## config.mk

```make
export PLATFORM = sky130hd
export DESIGN_NAME = spi_fb_access
export DESIGN_NICKNAME = d
export VERILOG_FILES = /design/src/hw/spi_fb_access.v
export VERILOG_INCLUDE_DIRS = /design/src /design/src/pkg
export SDC_FILE = /design/constraint.sdc
export NUM_CORES = 2
export LEC_CHECK = 0
export ABC_AREA = 1
export BUFFER_PORTS_ARGS = -buffer_cell sky130_fd_sc_hd__buf_4
export CAP_MARGIN = 20
export CORE_UTILIZATION = 40
export CTS_CLUSTER_DIAMETER = 200
export DETAILED_ROUTE_END_ITERATION = 12
export PLACE_DENSITY_LB_ADDON = 0.2
export SYNTH_ARGS = -nofsm -noshare
export SYNTH_HDL_FRONTEND = slang
export SYNTH_SLANG_ARGS = --single-unit
```

## constraint.sdc

```tcl
create_clock -name clk -period 11 [get_ports clk]
set_input_delay 0 -clock clk [delete_from_list [all_inputs] [get_ports clk]]
set_output_delay 0 -clock clk [all_outputs]
set_load 0.01 [all_outputs]
```

## src/pkg/spi_fb_access_defines.vh

```
/*
 * Constants of the SPI register and frame buffer access block: register
 * offsets, field positions, reset values and buffer sizes.
 * Assumes inclusion by bare name from the design files under hw/.
 */
`ifndef SPI_FB_ACCESS_DEFINES_VH
`define SPI_FB_ACCESS_DEFINES_VH

// Register map, 6-bit address space
`define REG_ADDR_W 6
`define REG_COUNT 64
`define REG_CTRL_ONE 6'h04
`define REG_TRX_STATE 6'h01
`define REG_SIG_STRENGTH 6'h06
`define REG_IRQ_FLAGS 6'h0f
`define CTRL_ONE_RESET 8'h22
`define CTRL_SRC_HI 3
`define CTRL_SRC_LO 2

// Status byte source codes
`define SRC_ZERO 2'h0
`define SRC_TRX_STATE 2'h1
`define SRC_SIG_STRENGTH 2'h2
`define SRC_IRQ_FLAGS 2'h3
`define STATUS_RESET 8'h00

// Command byte fields
`define CMD_REG_BIT 7
`define CMD_WR_BIT 6
`define CMD_FB_RD 3'h1
`define CMD_FB_WR 3'h3

// Frame buffer
`define FB_DEPTH 128
`define FB_ADDR_W 8
`define FB_MAX_LEN 7'h7f
`define FB_ADDR_END 8'hff

// Received frame status byte layout
`define RXS_CRC_BIT 7
`define RXS_RESULT_HI 6
`define RXS_RESULT_LO 4
`define RXS_RESET 8'h00

// Receive stream FIFO
`define RX_FIFO_DEPTH 32
`define RX_FIFO_WIDTH 9

`endif

```

## src/hw/spi_fb_access.v

```verilog
/*
 * SPI slave access logic: command decode, register access over a 64-entry
 * register space and frame buffer streaming, plus the receive FIFO that
 * fills the frame buffer from the radio side.
 * Assumes one 10 MHz clock with synchronous active-high reset; the SPI pins
 * come from another domain and are oversampled, SCLK well below clk/4.
 */
// Overview of operation
// - First MISO byte is the status byte, zero after reset, chosen by ctrl.
// - Register access covers addresses 0x00 to 0x3F by a six-bit field.
// - Register command: bit7 one, bit6 read/write, low six bits address.
// - Register read returns the addressed register in the second byte.
// - Register write stores the second MOSI byte; MISO then is don't-care.
// - Frame buffer access restarts buffer address at zero, then increments.
// - Frame buffer holds up to 128 bytes.
// - Command byte is followed by length header, then payload bytes.
// - Read ends with link quality, energy level and frame status bytes.
// - Frame status: checksum valid bit 7, result bits 6..4, rest zero.
// - Length at most 127; read spans 132 bytes, write 129 at most.
// - Buffer address advances after every data byte until select rises, holding at 0xFF.
// - Aborting a frame read at any byte has no side effect.
// - Each new frame read starts again with the length header.
// - Buffer replaced by a newly received frame or a frame write.
// - Top bits: 10 reg read, 11 reg write, 001 fb read, 011 fb write.
// - Mode 0, MSB first, sample on rise, change on fall, eight clocks.
// - Status source 0 zeros, 1 state, 2 signal strength, 3 irq flags.
`timescale 1ns/1ps
`include "spi_fb_access_defines.vh"

module rx_stream_fifo #(
    parameter WIDTH = 9,
    parameter DEPTH = 32,
    parameter AW = 5
) (
    input wire clk,
    input wire rst,
    input wire [WIDTH-1:0] in_data,
    input wire in_valid,
    output reg in_ready,
    output wire [WIDTH-1:0] out_data,
    output wire out_valid,
    input wire out_ready
);
    reg [WIDTH-1:0] mem [0:DEPTH-1];
    reg [AW-1:0] wr_ptr_ff;
    reg [AW-1:0] rd_ptr_ff;
    reg [AW:0] count_ff;
    wire push, pop;
    reg [AW:0] nxt_count;

    assign push = in_valid && in_ready;
    assign pop = out_valid && out_ready;
    assign out_valid = (count_ff != {(AW+1){1'b0}});
    assign out_data = mem[rd_ptr_ff];

    always @* begin
        nxt_count = count_ff;
        if (push && !pop)
            nxt_count = count_ff + 1'b1;
        else if (pop && !push)
            nxt_count = count_ff - 1'b1;
    end

    always @(posedge clk) begin
        if (push)
            mem[wr_ptr_ff] <= in_data;
    end

    // Registered ready so the source sees full one cycle early at most
    always @(posedge clk) begin
        if (rst) begin
            wr_ptr_ff <= {AW{1'b0}};
            rd_ptr_ff <= {AW{1'b0}};
            count_ff <= {(AW+1){1'b0}};
            in_ready <= 1'b0;
        end else begin
            if (push)
                wr_ptr_ff <= wr_ptr_ff + 1'b1;
            if (pop)
                rd_ptr_ff <= rd_ptr_ff + 1'b1;
            count_ff <= nxt_count;
            in_ready <= (nxt_count < DEPTH[AW:0]);
        end
    end
endmodule

module spi_fb_access #(
    parameter FB_DEPTH = `FB_DEPTH,
    parameter FIFO_DEPTH = `RX_FIFO_DEPTH
) (
    input wire clk,
    input wire rst,
    input wire sel_n,
    input wire sclk,
    input wire mosi,
    output reg miso,
    output reg miso_oe,
    input wire [7:0] transceiver_state_reg,
    input wire [7:0] signal_strength_reg,
    input wire [7:0] irq_flag_reg,
    input wire [7:0] rx_byte,
    input wire rx_byte_last,
    input wire rx_byte_valid,
    output wire rx_byte_ready,
    input wire [7:0] rx_link_quality,
    input wire [7:0] rx_energy_level,
    input wire rx_crc_valid,
    input wire [2:0] rx_transaction_result,
    output reg [7:0] transceiver_control_one
);
    localparam ST_IDLE = 6'h01;
    localparam ST_CMD = 6'h02;
    localparam ST_REG_RD = 6'h04;
    localparam ST_REG_WR = 6'h08;
    localparam ST_FB_RD = 6'h10;
    localparam ST_FB_WR = 6'h20;

    reg [2:0] sel_sync_ff;
    reg [2:0] sclk_sync_ff;
    reg [1:0] mosi_sync_ff;
    reg [5:0] state_ff;
    reg [2:0] bit_cnt_ff;
    reg [7:0] rx_sr_ff, tx_sr_ff;
    reg [5:0] reg_addr_ff;
    reg [`FB_ADDR_W-1:0] fb_addr_ff;
    reg [7:0] regs [0:`REG_COUNT-1];
    reg [7:0] fb_mem [0:FB_DEPTH-1];
    reg [6:0] rx_ptr_ff;
    reg [7:0] lq_ff, energy_ff, rx_frame_status_byte;
    reg [7:0] status_byte, reg_rd_data, fb_rd_data, nxt_tx;
    reg [5:0] nxt_state;
    wire sel_fall, sel_high, sclk_rise, sclk_fall;
    wire [7:0] byte_in;
    wire byte_done;
    wire [6:0] fb_len;
    wire [`FB_ADDR_W-1:0] len_ext;
    wire fb_session;
    wire [8:0] fifo_out;
    wire fifo_valid, drain;
    integer i;

    assign sel_high = sel_sync_ff[1];
    assign sel_fall = !sel_sync_ff[1] && sel_sync_ff[2];
    assign sclk_rise = sclk_sync_ff[1] && !sclk_sync_ff[2];
    assign sclk_fall = !sclk_sync_ff[1] && sclk_sync_ff[2];
    assign byte_in = {rx_sr_ff[6:0], mosi_sync_ff[1]};
    assign byte_done = sclk_rise && (bit_cnt_ff == 3'h7) && !sel_high;
    assign fb_len = fb_mem[0][6:0];
    assign len_ext = {1'b0, fb_len};
    assign fb_session = (state_ff == ST_FB_RD) || (state_ff == ST_FB_WR);
    // Radio writes pause while the master streams the buffer
    assign drain = fifo_valid && !fb_session;

    rx_stream_fifo #(
        .WIDTH(`RX_FIFO_WIDTH),
        .DEPTH(FIFO_DEPTH),
        .AW(5)
    ) u_rx_fifo (
        .clk(clk),
        .rst(rst),
        .in_data({rx_byte_last, rx_byte}),
        .in_valid(rx_byte_valid),
        .in_ready(rx_byte_ready),
        .out_data(fifo_out),
        .out_valid(fifo_valid),
        .out_ready(drain)
    );

    always @* begin
        case (transceiver_control_one[`CTRL_SRC_HI:`CTRL_SRC_LO])
            `SRC_TRX_STATE: status_byte = transceiver_state_reg;
            `SRC_SIG_STRENGTH: status_byte = signal_strength_reg;
            `SRC_IRQ_FLAGS: status_byte = irq_flag_reg;
            default: status_byte = `STATUS_RESET;
        endcase
    end

    always @* begin
        case (byte_in[5:0])
            `REG_CTRL_ONE: reg_rd_data = transceiver_control_one;
            `REG_TRX_STATE: reg_rd_data = transceiver_state_reg;
            `REG_SIG_STRENGTH: reg_rd_data = signal_strength_reg;
            `REG_IRQ_FLAGS: reg_rd_data = irq_flag_reg;
            default: reg_rd_data = regs[byte_in[5:0]];
        endcase
    end

    // Header, payload, then the three trailing bytes
    always @* begin
        if (fb_addr_ff <= len_ext)
            fb_rd_data = fb_mem[fb_addr_ff[6:0]];
        else if (fb_addr_ff == len_ext + 8'h01)
            fb_rd_data = lq_ff;
        else if (fb_addr_ff == len_ext + 8'h02)
            fb_rd_data = energy_ff;
        else if (fb_addr_ff == len_ext + 8'h03)
            fb_rd_data = rx_frame_status_byte;
        else
            fb_rd_data = 8'h00;
    end

    always @* begin
        nxt_tx = 8'h00;
        nxt_state = state_ff;
        case (state_ff)
            ST_CMD: begin
                if (byte_in[`CMD_REG_BIT]) begin
                    if (byte_in[`CMD_WR_BIT]) begin
                        nxt_state = ST_REG_WR;
                    end else begin
                        nxt_state = ST_REG_RD;
                        nxt_tx = reg_rd_data;
                    end
                end else if (byte_in[7:5] == `CMD_FB_RD) begin
                    nxt_state = ST_FB_RD;
                    nxt_tx = fb_mem[0];
                end else if (byte_in[7:5] == `CMD_FB_WR) begin
                    nxt_state = ST_FB_WR;
                end else begin
                    nxt_state = ST_IDLE;
                end
            end
            ST_REG_RD: nxt_state = ST_IDLE;
            ST_REG_WR: nxt_state = ST_IDLE;
            ST_FB_RD: nxt_tx = fb_rd_data;
            ST_FB_WR: nxt_tx = 8'h00;
            default: nxt_state = ST_IDLE;
        endcase
    end

    // Pin inputs cross on two flops; edges read stages one and two only
    always @(posedge clk) begin
        if (rst) begin
            sel_sync_ff <= 3'h7;
            sclk_sync_ff <= 3'h0;
            mosi_sync_ff <= 2'h0;
        end else begin
            sel_sync_ff <= {sel_sync_ff[1:0], sel_n};
            sclk_sync_ff <= {sclk_sync_ff[1:0], sclk};
            mosi_sync_ff <= {mosi_sync_ff[0], mosi};
        end
    end

    always @(posedge clk) begin
        if (rst) begin
            state_ff <= ST_IDLE;
            bit_cnt_ff <= 3'h0;
            rx_sr_ff <= 8'h00;
            tx_sr_ff <= 8'h00;
            miso <= 1'b0;
            miso_oe <= 1'b0;
            reg_addr_ff <= 6'h00;
            fb_addr_ff <= {`FB_ADDR_W{1'b0}};
        end else if (sel_high) begin
            state_ff <= ST_IDLE;
            miso_oe <= 1'b0;
            bit_cnt_ff <= 3'h0;
        end else if (sel_fall) begin
            state_ff <= ST_CMD;
            miso_oe <= 1'b1;
            miso <= status_byte[7];
            tx_sr_ff <= {status_byte[6:0], 1'b0};
            bit_cnt_ff <= 3'h0;
        end else begin
            if (sclk_rise) begin
                rx_sr_ff <= byte_in;
                bit_cnt_ff <= bit_cnt_ff + 3'h1;
            end
            if (sclk_fall) begin
                miso <= tx_sr_ff[7];
                tx_sr_ff <= {tx_sr_ff[6:0], 1'b0};
            end
            if (byte_done) begin
                state_ff <= nxt_state;
                tx_sr_ff <= nxt_tx;
                if (state_ff == ST_CMD) begin
                    reg_addr_ff <= byte_in[5:0];
                    fb_addr_ff <= (nxt_state == ST_FB_RD) ?
                        8'h01 : 8'h00;
                end else if (fb_session &&
                    fb_addr_ff != `FB_ADDR_END) begin
                    fb_addr_ff <= fb_addr_ff + 8'h01;
                end
            end
        end
    end

    // Plain register space; mirrored registers are served from inputs and transceiver_control_one
    always @(posedge clk) begin
        if (rst) begin
            for (i = 0; i < `REG_COUNT; i = i + 1)
                regs[i] <= 8'h00;
            transceiver_control_one <= `CTRL_ONE_RESET;
        end else if (byte_done && state_ff == ST_REG_WR) begin
            regs[reg_addr_ff] <= byte_in;
            if (reg_addr_ff == `REG_CTRL_ONE)
                transceiver_control_one <= byte_in;
        end
    end

    // Frame buffer: master writes and radio frames share one port
    always @(posedge clk) begin
        if (byte_done && state_ff == ST_FB_WR &&
            fb_addr_ff < FB_DEPTH) begin
            if (fb_addr_ff == 8'h00)
                fb_mem[0] <= {1'b0, byte_in[6:0]};
            else
                fb_mem[fb_addr_ff[6:0]] <= byte_in;
        end else if (drain) begin
            fb_mem[rx_ptr_ff] <= fifo_out[7:0];
        end
    end

    always @(posedge clk) begin
        if (rst) begin
            rx_ptr_ff <= 7'h00;
            lq_ff <= 8'h00;
            energy_ff <= 8'h00;
            rx_frame_status_byte <= `RXS_RESET;
        end else if (drain) begin
            if (fifo_out[8]) begin
                rx_ptr_ff <= 7'h00;
                lq_ff <= rx_link_quality;
                energy_ff <= rx_energy_level;
                rx_frame_status_byte <= {rx_crc_valid,
                    rx_transaction_result, 4'h0};
            end else if (rx_ptr_ff != `FB_MAX_LEN) begin
                rx_ptr_ff <= rx_ptr_ff + 7'h01;
            end
        end
    end
endmodule

```

=== After elaboration in Yosys (flattened, before gate mapping) ===
Memories as Yosys holds them, arrays and structs flattened. A register that Yosys moved wholly into a read port is not among the register bits.
Cells that the tools add are included.

* Flip-flop bits (word level): 100
* RAM bits: 1824
* Bits of input ports: 59
* Output and inout bits: 11
* Logic and storage cells: 160
* Memories kept: 3

* Add/sub/neg operators: 10
* Magnitude comparators: 3
* Equal/unequal tests: 21
* Mux-type cells: 58
* Bitwise operators: 2
* Reduce and logical (&&, ||, !) cells: 42

{| class="wikitable"
|+ Memory list
! name !! depth !! bits a word !! rd ports !! clocked after Yosys merged registers in !! write ports !! RTL line !! source
|-
| fb_mem || 128 || 8 || 2 || 1 || 1 || spi_fb_access.v:127 || <nowiki>reg [7:0] fb_mem [0:FB_DEPTH-1];</nowiki>
|-
| regs || 64 || 8 || 1 || 0 || 64 || spi_fb_access.v:126 || <nowiki>reg [7:0] regs [0:`REG_COUNT-1];</nowiki>
|-
| u_rx_fifo.mem || 32 || 9 || 1 || 1 || 1 || spi_fb_access.v:44 || <nowiki>reg [WIDTH-1:0] mem [0:DEPTH-1];</nowiki>
|}

{| class="wikitable"
|+ Operator list
! cell !! number
|-
| two-way mux 8 bit || 15
|-
| two-way mux 7 bit || 6
|-
| two-way mux 6 bit || 6
|-
| case mux 8 bit (4 select lines) || 1
|-
| equality test 8 bit || 3
|-
| case mux 8 bit (3 select lines) || 1
|-
| OR reduction 8 bit || 3
|-
| two-way mux 1 bit || 22
|-
| equality test 6 x 3 -> 1 bit (second input constant) || 3
|-
| adder 7 x 2 -> 8 bit (second input constant) || 2
|-
| case mux 8 bit (2 select lines) || 1
|-
| logical AND 1 bit || 14
|-
| equality test 6 x 4 -> 1 bit (second input constant) || 2
|-
| equality test 6 x 5 -> 1 bit (second input constant) || 2
|-
| case mux 6 bit (2 select lines) || 1
|-
| adder 5 x 1 -> 5 bit (second input constant) || 2
|-
| two-way mux 5 bit || 2
|-
| AND reduction 2 bit || 5
|-
| adder 7 x 1 -> 8 bit (second input constant) || 1
|-
| adder 8 x 1 -> 8 bit (second input constant) || 1
|-
| less-or-equal comparator 8 x 7 -> 1 bit || 1
|-
| zero test 8 bit || 1
|-
| < comparator 8 bit (second input constant) || 1
|-
| != test 8 bit (second input constant) || 1
|-
| 26 further kinds || 39
|}

=== Logic depth before layout (Yosys ltp) ===
* Depth in word-level cells: 11
* Mapped depth: 20
* Depth with buffers taken out: 18

=== Cells and area by module ===
Synthesis repeated with hierarchy kept, for this count alone.

* Cells, all modules: 7788
* Area total of the unflattened synthesis: 82329.0 µm²

{| class="wikitable"
|+ Modules (own cells, without submodules)
! module !! times used !! cells each !! area an instance (µm²) !! sequential area each (µm²)
|-
| spi_fb_access || 1 || 6620 || 69449.1 || 47926.0
|-
| rx_stream_fifo || 1 || 1168 || 12879.9 || 9088.7
|}

=== Least setup slack after synthesis ===
No wires, ideal clock.

* Path type: register to register
* Start point: reg u_rx_fifo.count_ff[0]
* End point: mem fb_mem[0][0] (data pin)
* Setup time: 1.197 ns
* Arrival: 6.394 ns
* Setup slack: 3.408 ns
* Cell stages (with the launch flop): 10
* Period minus slack after synthesis: 7.592 ns
* Path through: dfxtp_1 -> inv_1 -> ha_1 -> inv_1 -> nor3_1 -> inv_1 -> o31ai_2 -> inv_2 -> clkbuf_1 -> o21ai_0

* Cells in the longest elaborated chain, start to end: 7

{| class="wikitable"
|+ Ends and longest elaborated chain
! element !! RTL line !! source
|-
| start, declared || spi_fb_access.v:47 || <nowiki>reg [AW:0] count_ff;</nowiki>
|-
| start signal, assigned || spi_fb_access.v:74 || <nowiki>count_ff <= {(AW+1){1'b0}};</nowiki>
|-
| start signal, assigned || spi_fb_access.v:81 || <nowiki>count_ff <= nxt_count;</nowiki>
|-
| nonzero test 6 bit || spi_fb_access.v:53 || <nowiki>assign out_valid = (count_ff != {(AW+1){1'b0}});</nowiki>
|-
| logical AND 1 bit || spi_fb_access.v:152 || <nowiki>assign drain = fifo_valid && !fb_session;</nowiki>
|-
| two-way mux 1 bit || spi_fb_access.v:309 || <nowiki>end else if (drain) begin</nowiki>
|-
| two-way mux 1 bit || spi_fb_access.v:303 || <nowiki>if (byte_done && state_ff == ST_FB_WR &&</nowiki>
|-
| two-way mux 1 bit (not written as such) || spi_fb_access.v:310 || <nowiki>fb_mem[rx_ptr_ff] <= fifo_out[7:0];</nowiki>
|-
| OR reduction 8 bit (no line) || - ||
|-
| two-way mux 8 bit (no line) || - ||
|-
| end, declared || spi_fb_access.v:127 ||
|}

Every way passes these cells.

==> metrics <==
outcome finished clean; final weighted congestion in routability-driven placement 0.918; largest family of logic cells by synthesized area simple AND/OR/NAND/NOR gates; final period demand of the worst path 5290 ps; RSZ-0062 raised after global routing false; total area of multi-input combinational cells 22,200 µm²; fraction of the cycle the final worst path needs 48.0%; number of buffers added by the clock tree synthesis step 200; Final setup viols 0; worst voltage drop across the vdd grid 186 µV; slew of the pin with the lowest slew margin 1130 ps; die extent in y 454 µm; fill cell count 18,800; synth warn 0; Mapped Cells 7,579; global-route total usage across every layer 23.2%; Pint 13.9 mW; number of different library cells in the post-synthesis netlist 51; detailed placer's ending HPWL 146 mm; Worst Hold Slack 79.5 ps; worst reg2reg path depth 16; number of cell rows 165; leak pwr 31.9 nW; width of the chip 454 µm; area inside the core boundary 203,000 µm²; crit path setup slack, layout 5710 ps; main area contributors after synthesis sky130_fd_sc_hd__edfxtp_1 67%, sky130_fd_sc_hd__nand2_1 9.5%, sky130_fd_sc_hd__nand3_1 7.4%, sky130_fd_sc_hd__nor2_1 4.5%, sky130_fd_sc_hd__dfxtp_1 2.7%; via total after detailed routing 56,900; register share of total power 49.0%; per-cell via count in the routed design 5.46; maximum fanout encountered on the critical timing path 68; Slew Limit Headroom 24.3%; path type of the worst setup path reg -> reg; cell area after synthesis 81,800 µm²; Overall Power 19.6 mW; residual antenna-violating net count after detailed routing 0; DRC violation total after the first TritonRoute iteration 6,076; cell type contributing the most total cell area after synthesis sky130_fd_sc_hd__edfxtp_1; signal arrival time at the worst endpoint 6060 ps; Comb power frac 15.9%; total grt overflow 0; adder-cell area share of the yosys netlist 0.382%; boundary pin count 70; area taken by flip-flops and latches 57,000 µm²; critical path startpoint category flop; FF+latch count, synth 1,936; wire length of the first global-routing pass 357 mm; area share of the largest cell type after synthesis 67.0%; Achievable Freq 189 MHz; Buffers on Ports 69; number of antenna violations at the first check in global routing 7; Post-Route Skew 58.2 ps; worst-skew pair later-pin latency 880 ps; buffers from clock root to sink, at most 3; placed instance area 84,600 µm²; switching part of the total 29.1%; worst reg2reg endpoint tx_sr_ff[4]; type of destination of the critical path flop; area of the die 206,000 µm²; multiplexer share of the synthesized area 0%; reg2reg setup slack 5710 ps; drt total wl 242 mm; post-layout util 45.4%; most frequent standard cell in the layout excluding fill and tap cells sky130_fd_sc_hd__nand2_1; post-route design area 92,100 µm²; synthesized-area fraction occupied by ao, oa, aoi and oai cells 3.80%; via count of the first global-routing pass 54,500; Placement Setup Slack 5850 ps; cell count after placement 9,943; number of enable-type register cells in the synthesized netlist 1,824; layout cells sized above 1 6.96%; CP required 11,770 ps; maximum number of pins on one net before global-route repair 179; xor and xnor fraction of the mapped netlist area 0.0535%; post-synthesis to final-layout area growth 12.6%; Maximum Capacitance Violations 0; Synth Area per Inst 10.8 µm²; count of H-tree levels built during CTS 4; initial core utilization 40.3%; total clock sinks 1,936; DRT Pass-1 Iters 8; Post CTS Setup Buffer Count 0; register clock-pin slew on the reported worst setup and hold paths 60 ps; launch instance of the worst min-delay path rx_link_quality[6]; share of synthesized cell area in and, or, nand and nor gates 22.7%; net switching component of the power 5.70 mW; part of the power in the clock network 35.1%; CTS Root Buffer Type sky130_fd_sc_hd__clkbuf_16; Tightest Hold Check Type in -> reg; endpoints failing hold 0; TritonCTS clock tree built; top library cells by usage in the layout, fill and taps aside 2,077 x sky130_fd_sc_hd__nand2_1, 1,824 x sky130_fd_sc_hd__edfxtp_1, 1,203 x sky130_fd_sc_hd__nand3_1; post-DR wirelength/cell 23.2 µm; final setup TNS 0 ps; top flip-flop cell by instance count after synthesis sky130_fd_sc_hd__edfxtp_1; # nets final 7,641; power density normalized to cell area 213 nW/µm²; WHS Endpoint lq_ff[6]; share of flip-flops with an asynchronous set or reset after synthesis 0%; post-synthesis sequential area ratio 69.7%; DR DRC count 0; non-filler cells in the finished layout 10,400; number of nets produced by synthesis 7,663; Pins Over Slew Limit 0; worst hold path depth 4
==> cell usage after synthesis, types with 4 or more instances <==
cell	instances
sky130_fd_sc_hd__edfxtp_1	1824
sky130_fd_sc_hd__o211ai_1	21
sky130_fd_sc_hd__nor2_1	977
sky130_fd_sc_hd__and2_1	18
sky130_fd_sc_hd__a221o_1	6
sky130_fd_sc_hd__o22ai_1	17
sky130_fd_sc_hd__buf_1	56
sky130_fd_sc_hd__inv_1	196
sky130_fd_sc_hd__nor2_2	7
sky130_fd_sc_hd__xor2_1	4
sky130_fd_sc_hd__a31o_2	4
sky130_fd_sc_hd__inv_2	21
sky130_fd_sc_hd__nand3_1	1203
sky130_fd_sc_hd__ha_1	25
sky130_fd_sc_hd__nand3b_1	4
sky130_fd_sc_hd__a211oi_1	5
sky130_fd_sc_hd__dfxtp_1	112
sky130_fd_sc_hd__nor3_1	23
sky130_fd_sc_hd__a31oi_1	7
sky130_fd_sc_hd__o221ai_1	57
sky130_fd_sc_hd__nand4_1	89
sky130_fd_sc_hd__buf_2	62
sky130_fd_sc_hd__nand3_4	6
sky130_fd_sc_hd__o21ai_0	212
sky130_fd_sc_hd__nand2_1	2077
sky130_fd_sc_hd__a21oi_1	137
sky130_fd_sc_hd__clkinv_1	12
sky130_fd_sc_hd__buf_6	7
sky130_fd_sc_hd__a22oi_1	30
sky130_fd_sc_hd__clkbuf_1	326
==> how the worst max path moves through the flow <==
stage / start / endpoint / depth (start not counted)
floorplan: u_rx_fifo.count_ff[0] / fb_mem[0][0] / 9
global placement: u_rx_fifo.count_ff[0] / fb_mem[30][3] / 12
detailed placement: u_rx_fifo.count_ff[0] / fb_mem[110][0] / 12
CTS: u_rx_fifo.count_ff[0] / fb_mem[110][5] / 12
global route: flop / tx_sr_ff[4] / 16
finish: flop / tx_sr_ff[4] / 16
==> critical path, cell delays in order, from the launching register on <==
cell and delay (ps):
sky130_fd_sc_hd__dfxtp_4 830, sky130_fd_sc_hd__buf_4 760, sky130_fd_sc_hd__buf_4 710, sky130_fd_sc_hd__buf_4 710, sky130_fd_sc_hd__nand2_1 110, sky130_fd_sc_hd__nand3_1 120
sky130_fd_sc_hd__nand3_1 100, sky130_fd_sc_hd__nand3_1 200, sky130_fd_sc_hd__nand3_1 160, sky130_fd_sc_hd__nand3_1 110, sky130_fd_sc_hd__nand3_1 140, sky130_fd_sc_hd__nand3_1 180
sky130_fd_sc_hd__nand2_1 100, sky130_fd_sc_hd__nand2_1 90, sky130_fd_sc_hd__nand2_1 40, sky130_fd_sc_hd__a21oi_1 140, sky130_fd_sc_hd__dlygate4sd3_1 580
==> sequential cells by signal, summed over array words and instances, names as in the netlist, named ones only <==
signal and flops:
u_rx_fifo.rd_ptr_ff 5, fb_mem 1024, reg_addr_ff 6, energy_ff 8, lq_ff 8, sclk_sync_ff 3, state_ff 6, miso_oe 1
rx_ptr_ff 7, rx_frame_status_byte 4, tx_sr_ff 8, u_rx_fifo.count_ff 6, miso 1, fb_addr_ff 8, regs 512, mosi_sync_ff 2
u_rx_fifo.wr_ptr_ff 5, u_rx_fifo.in_ready 1, bit_cnt_ff 3, rx_sr_ff 7, u_rx_fifo.mem 288, transceiver_control_one 8, sel_sync_ff 3
==> area by class of cell <==
cell class,count,area share (%)
inverter,232,0.993
clock inverter,130,1.47
antenna,7,0.0190
tap,2672,3.63
sequential,1936,61.9
clock buffer,247,5.75
timing repair buffer,228,2.13
multi-input combinational,4959,24.1
==> metal layers <==
| metal | up-vias | part of all wire (%) | routed length [µm] | track usage [%] |
|---|---|---|---|---|
| met4 | 0 | 5.4 | 13000 | 11.8 |
| met3 | 427 | 6.6 | 15900 | 3.49 |
| met1 | 28000 | 41 | 100000 | 30.8 |
| li1 | 26400 | - | - | - |
| met5 | - | 0 | 0 | 0 |
| met2 | 2103 | 47 | 113000 | 36.9 |
==> timing repair <==
item | CTS | global route
setup endpoints to repair | 0 | 0
hold buffers | 80 | 0
hold endpoints to repair | 369 | 0
gates resized for setup | 0 | 0
==> cells by family (layout without fill, tap and decap cells) <==
kind of cell	Yosys count	in the layout
adder cells (fa/ha/maj)	25	25
buffers and inverters	684	837
XOR/XNOR	5	5
flip-flops	1936	1936
AND/OR/NAND/NOR	4417	4417
AO/OA/AOI/OAI	512	512
other	0	7
==> power groups by stage <==
stage                     clock network [mW]  registers, mW  logic, mW
after global placement                     0           9.75       3.06
after global routing                    7.25           9.62       3.37
final                                   6.88           9.60       3.12
after floorplan                            0           10.1       1.58
after detailed placement                   0           9.76       3.11
after CTS                               6.98           9.60       3.13
Power figures use the tool's default switching activity.
